## src/core/sacs_pkg.sv

```systemverilog
// Package of constants and types for the stage axis configuration store.
package sacs_pkg;
  // ----------------------------------------
  // Field widths and ranges
  // ----------------------------------------
  localparam int         NUM_AXES     = 3;
  localparam int         NUM_PROFILES = 4;
  localparam logic [29:0] SPEED_MIN   = 30'h0000_0001;
  localparam logic [29:0] SPEED_MAX   = 30'h3B9A_C9FF;
  localparam logic [9:0]  RAMP_MIN    = 10'h001;
  localparam logic [9:0]  RAMP_MAX    = 10'h3E8;
  localparam logic [19:0] STEP_MIN    = 20'h00001;
  localparam logic [19:0] STEP_MAX    = 20'hF4240;
  localparam logic [29:0] OFFSET_MAX  = 30'h3B9A_C9FF;
  // Zero offset stands for half a millimetre, in 0.01 um units.
  localparam logic [29:0] OFFSET_ZERO_SUBST = 30'h0000_C350;
  localparam int         MICROSTEP_DIV = 40;

  // ----------------------------------------
  // Reset values
  // ----------------------------------------
  localparam logic [1:0]  PRESET_DEFAULT = 2'h0;
  localparam logic [19:0] STEP_DEFAULT   = 20'h003E8;
  localparam logic [9:0]  RAMP_DEFAULT   = 10'h0C8;
  localparam logic [29:0] PROF_MIN_DEFAULT [NUM_PROFILES] =
    '{30'h0000_2710, 30'h0000_7530, 30'h0001_1170, 30'h0001_86A0};
  localparam logic [29:0] PROF_MAX_DEFAULT [NUM_PROFILES] =
    '{30'h0001_86A0, 30'h0004_93E0, 30'h000A_AE60, 30'h000F_4240};

  // ----------------------------------------
  // Enumerations
  // ----------------------------------------
  typedef enum logic [1:0] {BAUD_9600, BAUD_38400, BAUD_57600} sacs_baud_e;
  typedef enum logic [1:0] {UNIT_PULSE, UNIT_MICRO, UNIT_DEGREE} sacs_unit_e;
  typedef enum logic [0:0] {assert_high_polarity, assert_low_polarity} sacs_pol_e;
  typedef enum logic [2:0] {
    home_method_none, home_method_one, home_code_midpoint, home_code_three_sensor,
    home_code_four_sensor, home_method_index_minus, home_method_index_plus
  } sacs_home_e;

  // Selector of the item that a write targets.
  typedef enum logic [3:0] {
    SEL_PRESET, SEL_MIN, SEL_MAX, SEL_RAMP, SEL_POLARITY, SEL_BAUD,
    SEL_UNIT, SEL_STEP, SEL_DIR, SEL_HOME, SEL_OFFSET, SEL_AUTO
  } sacs_sel_e;

  typedef struct packed {
    logic [29:0] min_speed;
    logic [29:0] max_speed;
    logic [9:0]  ramp_ms;
  } sacs_prof_s;

  typedef struct packed {
    sacs_unit_e  unit;
    logic [19:0] travel_per_step;
    logic        reverse;
    sacs_home_e  home;
    logic [29:0] home_offset;
    logic        auto_setup;
  } sacs_axis_s;

  typedef struct packed {
    sacs_sel_e   sel;
    logic [1:0]  index;
    logic [29:0] value;
  } sacs_wr_s;
endpackage

```

## src/core/sacs_store.sv

```systemverilog
// Configuration store for the three-axis stage controller.
// What this block does
// [RL1] Host must power-cycle before relying on changed settings; applied at start-up. Profile speeds and ramp here apply at once.
// [RL2] Active profile at power-on comes from stored preset 1..4, default 1.
// [RL3] Four profiles hold min and max speed, range 1..999999999.
// [RL4] Each profile holds a ramp time 1..1000 ms.
// [RL5] Host keeps each profile's minimum speed below its maximum.
// [RL6] Joystick and stored-program moves use the selected profile.
// [RL7] Output polarity: active-high rests low, active-low rests high; default active-high.
// [RL8] Baud 9600, 38400 or 57600, default 38400, both ends equal.
// [RL9] Per-axis display unit pulse, micrometre or degree, default micrometre.
// [RL10] Per-axis travel per step 1..1000000 in 0.1 nm, default 1000.
// [RL11] Degree axes read travel per step as millionths of a degree.
// [RL12] Travel-per-step calibration assumes a microstep division of 40.
// [RL13] Per-axis direction sense, forward by default.
// [RL14] Per-axis home method 0..6, none is 0, default 1.
// [RL15] Home offset 0..999999999 applied only for methods 1, 5, 6.
// [RL16] A stored zero offset means half a millimetre.
// [RL17] Per-axis automatic setup, enabled by default.
// [RL18] Methods 5 and 6 use the driver index pulse, no sensor.
// [RL19] Method none performs no search and keeps the position reference.
// [RL20] Out-of-range writes are rejected and the old value kept.
`timescale 1ns/10ps
module sacs_store
  import sacs_pkg::*;
(
  input  wire logic        clock,                  // System clock, 250 MHz.
  input  wire logic        rst_n,                  // Asynchronous reset, active low.
  input  wire logic        wr_valid,               // Write strobe for one item.
  input  wire sacs_wr_s    wr_data,                // Item selector, index and value.
  output logic             wr_ack,                 // Write accepted and stored.
  output logic             wr_reject,              // Write refused, value out of range.
  input  wire logic        start_up,               // Start-up pulse: apply stored settings.
  input  wire logic        io_assert [4],          // Logical I/O output assertions.
  output logic             io_pin [4],             // I/O output pin levels after polarity.
  output sacs_baud_e       baud_select,            // Applied serial rate.
  output sacs_prof_s       active_profile,         // Profile for joystick and program moves.
  output logic [1:0]       active_preset,          // Applied preset index, zero based.
  output sacs_axis_s       axis_cfg [NUM_AXES],    // Applied per-axis settings.
  output logic [29:0]      axis_eff_offset [NUM_AXES], // Offset applied at home return.
  output logic             axis_uses_index [NUM_AXES], // Home by driver index pulse.
  output logic             axis_home_search [NUM_AXES] // Home request searches at all.
);

  // ----------------------------------------
  // Stored settings
  // ----------------------------------------
  logic [1:0]  preset_r;
  sacs_prof_s  prof_r [NUM_PROFILES];
  sacs_pol_e   pol_r;
  sacs_baud_e  baud_r;
  sacs_axis_s  axis_r [NUM_AXES];

  // Applied settings, latched on start-up only.
  logic [1:0]  act_preset_r;
  sacs_pol_e   act_pol_r;
  sacs_baud_e  act_baud_r;
  sacs_axis_s  act_axis_r [NUM_AXES];
  logic        wr_ack_r;
  logic        wr_reject_r;
  logic [29:0] eff_offset_r [NUM_AXES];
  logic        uses_index_r [NUM_AXES];
  logic        home_search_r [NUM_AXES];

  function automatic logic in_range30(input logic [29:0] v, input logic [29:0] lo,
                                      input logic [29:0] hi);
    return (v >= lo) && (v <= hi);
  endfunction

  function automatic sacs_axis_s axis_default();
    sacs_axis_s a;
    a.unit            = UNIT_MICRO;
    a.travel_per_step = STEP_DEFAULT;
    a.reverse         = 1'b0;
    a.home            = home_method_one;
    a.home_offset     = '0;
    a.auto_setup      = 1'b1;
    return a;
  endfunction

  // Reset image of one axis, a constant so that reset branches assign constants only.
  localparam sacs_axis_s AXIS_RESET = axis_default();

  // [RL18] index pulse methods
  function automatic logic uses_index_of(input sacs_axis_s a);
    return a.home inside {home_method_index_minus, home_method_index_plus};
  endfunction

  // [RL15] offset only 1, 5, 6
  // [RL16] zero gives half millimetre
  function automatic logic [29:0] eff_offset_of(input sacs_axis_s a);
    return ((a.home != home_method_one) && !uses_index_of(a)) ? '0 :
           (a.home_offset == '0) ? OFFSET_ZERO_SUBST : a.home_offset;
  endfunction

  // ----------------------------------------
  // Write decode and range check
  // ----------------------------------------
  wire logic [29:0] v         = wr_data.value;
  wire logic [1:0]  idx       = wr_data.index;
  wire logic        axis_ok   = idx < 2'(NUM_AXES);
  // Range checks, invalid values refused
  // [RL20] reject out of range
  wire logic ok_preset = v <= 30'(NUM_PROFILES - 1);
  // [RL3] speed range check
  wire logic ok_speed  = in_range30(v, SPEED_MIN, SPEED_MAX);
  // [RL4] ramp range check
  wire logic ok_ramp   = in_range30(v, 30'(RAMP_MIN), 30'(RAMP_MAX));
  // [RL8] legal baud codes
  wire logic ok_baud   = v <= 30'(BAUD_57600);
  // [RL9] legal unit codes
  wire logic ok_unit   = axis_ok && (v <= 30'(UNIT_DEGREE));
  // [RL10] step range check
  wire logic ok_step   = axis_ok && in_range30(v, 30'(STEP_MIN), 30'(STEP_MAX));
  // [RL14] seven home codes
  wire logic ok_home   = axis_ok && (v <= 30'(home_method_index_plus));
  // [RL15] offset range check
  wire logic ok_offset = axis_ok && (v <= OFFSET_MAX);
  wire logic ok_bit    = v <= 30'h0000_0001;

  logic accept;
  always_comb begin
    unique case (wr_data.sel)
      SEL_PRESET:   accept = ok_preset;
      SEL_MIN:      accept = ok_speed;
      SEL_MAX:      accept = ok_speed;
      SEL_RAMP:     accept = ok_ramp;
      SEL_POLARITY: accept = ok_bit;
      SEL_BAUD:     accept = ok_baud;
      SEL_UNIT:     accept = ok_unit;
      SEL_STEP:     accept = ok_step;
      SEL_DIR:      accept = axis_ok && ok_bit;
      SEL_HOME:     accept = ok_home;
      SEL_OFFSET:   accept = ok_offset;
      SEL_AUTO:     accept = axis_ok && ok_bit;
      default:      accept = 1'b0;
    endcase
  end

  wire logic do_wr = wr_valid && accept;

  // ----------------------------------------
  // Write enables, one per item
  // ----------------------------------------
  // Only accepted writes reach a register; a refused one leaves every setting as it was.
  wire logic wr_preset   = do_wr && (wr_data.sel == SEL_PRESET);
  wire logic wr_min      = do_wr && (wr_data.sel == SEL_MIN);
  wire logic wr_max      = do_wr && (wr_data.sel == SEL_MAX);
  wire logic wr_ramp     = do_wr && (wr_data.sel == SEL_RAMP);
  wire logic wr_polarity = do_wr && (wr_data.sel == SEL_POLARITY);
  wire logic wr_baud     = do_wr && (wr_data.sel == SEL_BAUD);
  wire logic wr_unit     = do_wr && (wr_data.sel == SEL_UNIT);
  wire logic wr_step     = do_wr && (wr_data.sel == SEL_STEP);
  wire logic wr_dir      = do_wr && (wr_data.sel == SEL_DIR);
  wire logic wr_home     = do_wr && (wr_data.sel == SEL_HOME);
  wire logic wr_offset   = do_wr && (wr_data.sel == SEL_OFFSET);
  wire logic wr_auto     = do_wr && (wr_data.sel == SEL_AUTO);

  // ----------------------------------------
  // Stored value registers
  // ----------------------------------------
  always_ff @(posedge clock or negedge rst_n) begin
    if (!rst_n) begin
      // [RL2] default preset one
      preset_r <= PRESET_DEFAULT;
      // [RL7] default active high
      pol_r    <= assert_high_polarity;
      // [RL8] default 38400
      baud_r   <= BAUD_38400;
    end else begin
      if (wr_preset) begin
        preset_r <= v[1:0];
      end
      if (wr_polarity) begin
        pol_r <= sacs_pol_e'(v[0]);
      end
      if (wr_baud) begin
        baud_r <= sacs_baud_e'(v[1:0]);
      end
    end
  end

  always_ff @(posedge clock or negedge rst_n) begin
    if (!rst_n) begin
      for (int p = 0; p < NUM_PROFILES; p++) begin
        prof_r[p] <= '{PROF_MIN_DEFAULT[p], PROF_MAX_DEFAULT[p], RAMP_DEFAULT};
      end
    end else begin
      if (wr_min) begin
        prof_r[idx].min_speed <= v;
      end
      if (wr_max) begin
        prof_r[idx].max_speed <= v;
      end
      if (wr_ramp) begin
        prof_r[idx].ramp_ms <= v[9:0];
      end
    end
  end

  // An axis index of three never gets here: the range check refuses it.
  always_ff @(posedge clock or negedge rst_n) begin
    if (!rst_n) begin
      for (int a = 0; a < NUM_AXES; a++) begin
        // [RL17] per-axis defaults
        axis_r[a] <= AXIS_RESET;
      end
    end else begin
      if (wr_unit) begin
        axis_r[idx].unit <= sacs_unit_e'(v[1:0]);
      end
      if (wr_step) begin
        axis_r[idx].travel_per_step <= v[19:0];
      end
      // [RL13] direction sense store
      if (wr_dir) begin
        axis_r[idx].reverse <= v[0];
      end
      if (wr_home) begin
        axis_r[idx].home <= sacs_home_e'(v[2:0]);
      end
      if (wr_offset) begin
        axis_r[idx].home_offset <= v;
      end
      if (wr_auto) begin
        axis_r[idx].auto_setup <= v[0];
      end
    end
  end

  // ----------------------------------------
  // Start-up application
  // ----------------------------------------
  // [RL1] apply on start-up
  always_ff @(posedge clock or negedge rst_n) begin
    if (!rst_n) begin
      act_preset_r <= PRESET_DEFAULT;
      act_pol_r    <= assert_high_polarity;
      act_baud_r   <= BAUD_38400;
      for (int a = 0; a < NUM_AXES; a++) begin
        act_axis_r[a] <= AXIS_RESET;
      end
    end else if (start_up) begin
      act_preset_r <= preset_r;
      act_pol_r    <= pol_r;
      act_baud_r   <= baud_r;
      act_axis_r   <= axis_r;
    end
  end

  // Home decode is latched with the axis settings, so it changes together with axis_cfg.
  always_ff @(posedge clock or negedge rst_n) begin
    if (!rst_n) begin
      for (int a = 0; a < NUM_AXES; a++) begin
        // [RL16] default method one, zero offset
        eff_offset_r[a]  <= OFFSET_ZERO_SUBST;
        uses_index_r[a]  <= 1'b0;
        home_search_r[a] <= 1'b1;
      end
    end else if (start_up) begin
      for (int a = 0; a < NUM_AXES; a++) begin
        eff_offset_r[a]  <= eff_offset_of(axis_r[a]);
        uses_index_r[a]  <= uses_index_of(axis_r[a]);
        // [RL19] search unless none
        home_search_r[a] <= axis_r[a].home != home_method_none;
      end
    end
  end

  always_ff @(posedge clock or negedge rst_n) begin
    if (!rst_n) begin
      wr_ack_r    <= 1'b0;
      wr_reject_r <= 1'b0;
    end else begin
      wr_ack_r    <= do_wr;
      wr_reject_r <= wr_valid && !accept;
    end
  end

  // ----------------------------------------
  // Outputs
  // ----------------------------------------
  assign wr_ack        = wr_ack_r;
  assign wr_reject     = wr_reject_r;
  assign baud_select   = act_baud_r;
  assign active_preset = act_preset_r;
  // [RL6] selected profile out
  assign active_profile = prof_r[act_preset_r];

  // [RL7] polarity on pins
  for (genvar i = 0; i < 4; i++) begin : g_io
    assign io_pin[i] = io_assert[i] ^ (act_pol_r == assert_low_polarity);
  end

  // Travel per step is passed as stored; its unit depends on the display unit
  // (0.1 nm, or millionths of a degree) and assumes a fixed microstep division.
  // [RL11] degree interpretation
  // [RL12] fixed division forty
  for (genvar a = 0; a < NUM_AXES; a++) begin : g_axis
    assign axis_cfg[a] = act_axis_r[a];
    // [RL15] offset for 1, 5, 6
    // [RL16] zero means 0.5 mm
    assign axis_eff_offset[a] = eff_offset_r[a];
    // [RL18] index pulse homing
    assign axis_uses_index[a] = uses_index_r[a];
    // [RL19] no search for none
    assign axis_home_search[a] = home_search_r[a];
  end

endmodule

```

## config.mk

```make
export PLATFORM = sky130hd
export DESIGN_NAME = sacs_store
export DESIGN_NICKNAME = d
export VERILOG_FILES = /design/src/core/sacs_pkg.sv /design/src/core/sacs_store.sv
export SDC_FILE = /design/constraint.sdc
export NUM_CORES = 1
export LEC_CHECK = 0
export BUFFER_PORTS_ARGS = -buffer_cell sky130_fd_sc_hd__buf_2
export CAP_MARGIN = 20
export CORE_ASPECT_RATIO = 0.9
export CORE_MARGIN = 1.5
export CORE_UTILIZATION = 58
export CTS_BUF_LIST = sky130_fd_sc_hd__clkbuf_16
export DETAILED_ROUTE_END_ITERATION = 16
export HOLD_SLACK_MARGIN = 0.06
export PLACE_DENSITY = 0.77
export SETUP_SLACK_MARGIN = 0.5
export SYNTH_ARGS = -nofsm -noshare
export SYNTH_HDL_FRONTEND = slang
export SYNTH_SLANG_ARGS = --single-unit
```

## constraint.sdc

```tcl
create_clock -name clock -period 2 [get_ports clock]
set_input_delay 0 -clock clock [delete_from_list [all_inputs] [get_ports clock]]
set_output_delay 0 -clock clock [all_outputs]
set_load 0.02 [all_outputs]
```

# Word-level counts from Yosys, hierarchy flattened
# Index checks and enable logic that the tools add are counted.
[word_totals]
reg_bits = 730
output_inout_bits = 347
word_cells = 191
input_bits = 44
[op_classes]
eq_ne = 20
n_lt_le_gt_ge = 12
reduce_logical = 42
bitwise_logic = 6
mux = 46
[ops]
columns = ["op", "n"]
rows = [
  ["171-bit bitwise mux", 6],
  ["171-bit two-way mux", 6],
  ["280-bit bitwise mux", 3],
  ["280-bit two-way mux", 3],
  ["57-bit demux with 2-bit select", 6],
  ["70-bit demux with 2-bit select", 3],
  ["70-bit two-way mux", 3],
  ["30-bit two-way mux", 6],
  ["70-bit binary-select mux with 2-bit select", 1],
  ["30-bit logical NOT", 3],
  ["30-bit by 2-bit less-or-equal comparator with 1-bit output, second input constant", 2],
  ["57-bit two-way mux", 1],
  ["55-bit two-way mux", 1],
  ["40-bit two-way mux", 1],
  ["35-bit two-way mux", 1],
  ["34-bit two-way mux", 1],
  ["31-bit two-way mux", 1],
  ["30-bit by 1-bit greater-or-equal comparator with 1-bit output, second input constant", 1],
  ["30-bit by 1-bit less-or-equal comparator with 1-bit output, second input constant", 1],
  ["30-bit by 10-bit less-or-equal comparator with 1-bit output, second input constant", 1],
  ["30-bit by 20-bit less-or-equal comparator with 1-bit output, second input constant", 1],
  ["30-bit by 3-bit less-or-equal comparator with 1-bit output, second input constant", 1],
  ["30-bit less-or-equal comparator, second input constant", 1],
  ["1-bit logical AND", 26],
  ["19 further kinds", 46],
]

# Longest topological paths before layout
[depth]
ltp_word = 17
depth_mapped = 11
ltp_nobuf = 7

# Least setup slack after synthesis
# No wires, ideal clock.
[synth_timing]
path_kind = "input-to-reg"
startpoint = "in wr_data[19] in the netlist's numbering"
endpoint = "reg prof_r[109] in the netlist's numbering"
path_slack_ns = -0.923
required_time_ns = 1.875
arrival_time_ns = 2.798
path_stages = 10
cell_sequence = "clkbuf_1 or4_1 or4_1 nor4_2 or4b_2 a31oi_1 buf_2 o211ai_1 buf_2 mux2_2"
[synth_via]
elab_chain_len = 11
[synth_rtl]
columns = ["element", "line", "source"]
rows = [
  ["start, declared", "sacs_store.sv:30", "input wire sacs_wr_s wr_data,"],
  ["30-bit by 1-bit greater-or-equal comparator with 1-bit output / 30-bit by 20-bit less-or-equal comparator with 1-bit output (equally long branches)", "sacs_store.sv:67", "return (v >= lo) && (v <= hi);"],
  ["1-bit logical AND", "sacs_store.sv:67", ""],
  ["1-bit logical AND", "sacs_store.sv:114", "wire logic ok_step = axis_ok && in_range30(v, 30'(STEP_MIN), 30'(STEP_MAX));"],
  ["1-bit one-hot mux with 10 select lines *", "sacs_store.sv:123", "unique case (wr_data.sel)"],
  ["1-bit logical AND *", "sacs_store.sv:140", "wire logic do_wr = wr_valid && accept;"],
  ["1-bit logical AND", "sacs_store.sv:147", "wire logic wr_min = do_wr && (wr_data.sel == SEL_MIN);"],
  ["280-bit two-way mux", "sacs_store.sv:189", "if (wr_min) begin"],
  ["280-bit bitwise mux", "sacs_store.sv:193", "prof_r[idx].max_speed <= v;"],
  ["280-bit two-way mux", "sacs_store.sv:192", "if (wr_max) begin"],
  ["280-bit bitwise mux", "sacs_store.sv:196", "prof_r[idx].ramp_ms <= v[9:0];"],
  ["280-bit two-way mux *", "sacs_store.sv:195", "if (wr_ramp) begin"],
  ["end signal, assigned by index", "sacs_store.sv:186", "prof_r[p] <= '{PROF_MIN_DEFAULT[p], PROF_MAX_DEFAULT[p], RAMP_DEFAULT};"],
  ["end, declared", "sacs_store.sv:49", "sacs_prof_s prof_r [NUM_PROFILES];"],
]
# Mark *: on every way between the ends. The rest lies on a longest branch, timed or not.
# A chain may end at the register's enable or synchronous reset.

# Worst setup path in the final report
[layout_timing]
startpoint = "in wr_data[16] in the netlist's numbering"
endpoint = "reg axis_r[4] in the netlist's numbering"
[layout_via]
elab_chain_len = 17
[layout_rtl]
columns = ["element", "line", "source"]
rows = [
  ["30-bit by 1-bit greater-or-equal comparator with 1-bit output / 30-bit by 20-bit less-or-equal comparator with 1-bit output (equally long branches)", "sacs_store.sv:67", ""],
  ["1-bit logical AND", "sacs_store.sv:67", ""],
  ["1-bit logical AND", "sacs_store.sv:114", ""],
  ["1-bit one-hot mux with 10 select lines *", "sacs_store.sv:123", ""],
  ["1-bit logical AND *", "sacs_store.sv:140", ""],
  ["1-bit logical AND", "sacs_store.sv:152", "wire logic wr_unit = do_wr && (wr_data.sel == SEL_UNIT);"],
  ["171-bit two-way mux", "sacs_store.sv:209", "if (wr_unit) begin"],
  ["171-bit bitwise mux", "sacs_store.sv:213", "axis_r[idx].travel_per_step <= v[19:0];"],
  ["171-bit two-way mux", "sacs_store.sv:212", "if (wr_step) begin"],
  ["171-bit bitwise mux", "sacs_store.sv:217", "axis_r[idx].reverse <= v[0];"],
  ["171-bit two-way mux", "sacs_store.sv:216", "if (wr_dir) begin"],
  ["171-bit bitwise mux", "sacs_store.sv:220", "axis_r[idx].home <= sacs_home_e'(v[2:0]);"],
  ["171-bit two-way mux", "sacs_store.sv:219", "if (wr_home) begin"],
  ["171-bit bitwise mux", "sacs_store.sv:223", "axis_r[idx].home_offset <= v;"],
  ["171-bit two-way mux", "sacs_store.sv:222", "if (wr_offset) begin"],
  ["171-bit bitwise mux", "sacs_store.sv:226", "axis_r[idx].auto_setup <= v[0];"],
  ["171-bit two-way mux *", "sacs_store.sv:225", "if (wr_auto) begin"],
  ["end, declared", "sacs_store.sv:52", "sacs_axis_s axis_r [NUM_AXES];"],
]
# Marked as above.

==> impl_results.md <==
* Status: finished with violations
* Failing checks: setup timing
* Post-Syn Area at approximately 30,000 um^2
* Post-Syn Nets at between 2k and 2.5k
* Routability cong. at 0.8846
* Initial antenna violation count at 14
* Hold Crit Class: in2reg
* Vias in the first global route at 20.35k
* Final Skew at approximately 0.032 ns
* Mapped Cells at between 2k and 2.5k
* GRT met1 Usage at a little over two fifths
* Delay-heaviest family, CP: simple AND/OR/NAND/NOR gates
* Initial drt markers at approximately 1.5k
* Maximum clock insertion buffer count at 3
* Fin Setup TNS at -205.44 ns
* IO Pins at 391
* Clock transition at path regs at roughly 0.060 ns
* Routed wire length at about 87,000 um
* Yosys cell types at 50
* CTS tree: done
* Post-DP HPWL at 55,540 um
* Hold path start: wr_data[1]
* Routed wire per std cell at around 26 um
* Die height at between 200 and 250 um
* Leak pwr at ~19 nW
* M3 GR Usage at under 10%
* Total iterations of the first detailed-routing run at 5
* Avg Synthesized Cell Area at 14.73 um^2
* Critical Path Start Type: primary input
* Post-synth ARST share at 100.0%
* MaxCap Viol Count at 0
* Fraction of layout cells with a size suffix above 1 at 58.56%
* Latest clock arrival within the worst-skew pair at ~0.62 ns
* Worst hold endpoint: baud_r[1]
* Final Worst Setup Slack at -0.5121 ns
* Sequential-to-total area share from yosys stat at between 60% and 70%
* Area delta synth->final at 26.48%
* Core Box Area at approximately 51,000 um^2
* RSZ-0062 raised after global routing: yes
* Rel. slew slack at 19.87%
* Final nets at ~2.7k
* Pins Over Slew Limit at 0
* Number of synthesized flops with an enable pin at 0
* P per Cell Area at 862.6 nW/um^2
* Worst-path maximum fanout at 8
* First-pass GRT wire length at about 130,000 um
* Antenna Violating Nets Remaining at 0
* H-tree depth at 3
* Final Cycle Share at 125.6%
* Worst-Margin Slew at roughly 1.2 ns
* Via count at slightly below 20k
* Worst-path cell chain: buf_8, or4_4, or4_4, o31a_1, o41ai_4, clkbuf_16, o211ai_1, buf_4, clkbuf_16, mux2_2
* Die width at 243.3 um
* Number of port buffers at 390
* Hold Path Stages at 4
* Met2 GRT Util at between 50 and 60%
* R2R Setup Slk at -0.08 ns
* Starting Density at slightly below 60%
* Synthesis Warnings at 0
* CP peak stage delay at around 0.6 ns
* Critical-path top delay cell: or4_4
* Hold WS at around 0.085 ns
* Synth Flop Type: dfrtp_1
* Reg2reg path depth at 7
* Reg2reg end: axis_eff_offset[32]
* Final hold viol count at 0
* Largest net degree at the start of global routing at about 150
* TritonCTS buffer count at about 70
* Die Area at roughly 53,000 um^2
* Root buf cell: clkbuf_16
* Final setup violation count at roughly 550
* CP endpoint kind: flip-flop
* CP Class: in2reg
* Worst path buffer plus inverter count at 4
* Row cnt at 79
* Maximum VDD drop at 0.7617 mV
* WP data required at between 2 and 2.5 ns
* GRT busiest layer: met2
* Arr. time, crit path at 2.99 ns
* DRC viols at 0
* Total track usage at 32.30%
* Fmax at between 300 and 400 MHz
* CTS Sinks at 730
* Worst R2R Start: axis_r[88]
* Minimum clock period at ~2.5 ns
* DR vias/cell at just under 6
* Flops & latches, synth at 730
* Total congestion overflow at 0
worst max-delay path by stage:
stage | startpoint | endpoint | slack [ns] | cells after the start
finish | wr_data[16] | axis_r[4] | -0.51 | 10
global route | wr_data[16] | prof_r[232] | -0.55 | 11
CTS | wr_data[17] | prof_r[176] | -0.42 | 9
detailed placement | wr_data[17] | prof_r[272] | -1.14 | 10
global placement | wr_data[16] | prof_r[278] | -1.08 | 10
floorplan | wr_data[19] | prof_r[40] | -0.83 | 9
cells in the final DEF (no fill, tap or decap), types with 10 or more instances in the layout:
| cell type | count |
|---|---|
| dfrtp_1 | 582 |
| mux2_2 | 494 |
| buf_2 | 384 |
| dfstp_2 | 143 |
| mux2_4 | 138 |
| buf_4 | 137 |
| inv_1 | 125 |
| o21ai_0 | 106 |
| clkbuf_16 | 86 |
| nand2_1 | 77 |
| mux4_2 | 70 |
| dlygate4sd3_1 | 48 |
| buf_12 | 39 |
| o211ai_1 | 31 |
| nor2_1 | 25 |
| nor4_1 | 18 |
| nand3_1 | 15 |
| nor3_1 | 12 |
| buf_6 | 11 |
| diode_2 | 10 |
| clkinv_1 | 10 |
cell families after synthesis:
kind of cell	count (synthesis)	synth area share [%]
buffers and inverters	248	3.279
AND/OR/NAND/NOR	192	3.138
flip-flops	730	61.19
XOR/XNOR	7	0.2034
multiplexers	702	28.84
AO/OA/AOI/OAI	168	3.358
layer usage:
metal | up-vias | part of all wire (%)
met5 | - | 0.056
met1 | 10490 | 41
met4 | 8 | 4.4
met3 | 209 | 7.2
li1 | 8422 | -
met2 | 728 | 48
state kept, by name, indices dropped and copies added, names as in the netlist:
signal and count:
axis_home_search 3, axis_uses_index 3, baud_r 2, act_pol_r 1, preset_r 2, wr_reject 1, pol_r 1, axis_r 171
axis_cfg 171, prof_r 280, active_preset 2, wr_ack 1, axis_eff_offset 90, baud_select 2
stage by stage:
| stage | std cells | power [mW] | utilization [%] | instance area [um^2] | setup WS, ns |
|---|---|---|---|---|---|
| after CTS | 3327 | 32.94 | 72.83 | 37500 | -0.4236 |
| after global placement | 3136 | 19.85 | 67.11 | 34560 | -1.085 |
| after floorplan | 2047 | 18.30 | - | 30900 | -0.8299 |
| final | 3367 | 32.89 | 74.04 | 38130 | -0.5121 |
| after detailed placement | 3136 | 19.99 | 67.11 | 34560 | -1.144 |
| after global routing | 3364 | 33.98 | 74.03 | 38120 | -0.5546 |
tightest hold or removal path: cells and delay by family:
family,cells,cell delay [ns]
buf+inv,3,0.49
mux,1,0.18
synthesized netlist by cell type (2+ instances only):
cell type,n,area share [%]
a211oi_1,2,0.050
o2111ai_1,3,0.087
xor2_1,7,0.20
mux2_2,618,23
o21ai_0,107,1.8
or4_1,3,0.075
dfstp_2,143,12
dfrtp_1,587,49
buf_1,7,0.087
mux4_2,70,5.2
nor2_1,26,0.32
nor4_1,23,0.48
o211ai_2,3,0.12
nand2b_1,5,0.10
nand2_1,78,0.97
nand4_1,7,0.15
nor3b_1,3,0.075
clkbuf_1,99,1.2
nand3b_1,2,0.050
buf_2,46,0.76
nand3_1,15,0.25
inv_1,96,1.2
mux2_1,14,0.52
o211ai_1,31,0.77
and3_1,4,0.083
nor2b_1,5,0.10
nor3_1,12,0.20
a21oi_1,9,0.15
what timing repair did:
item                       in CTS  in global routing
hold endpoints to repair     1065                  0
resized for setup              23                 56
setup endpoints to repair     615                698
hold buffers                   50                  0
cloned                          4                 12
buffers inserted                6                 15
pin swaps                       9                 16
power by group:
part           internal (mW)  switching (mW)
registers               15.6           0.531
clock network           7.24            5.66
logic                   1.68            2.20
total                   24.5            8.39
cell type report:
class	instances	area, um^2
flip-flops and latches	730	18460
fillers	3209	13370
multi-input cells	1070	11380
repair buffers	642	4821
clock buffers	76	1902
well taps	688	860.8
inverters	96	360.3
clock inverters	55	324.1
diodes	10	25.02
Power figures use the tool's default switching activity.
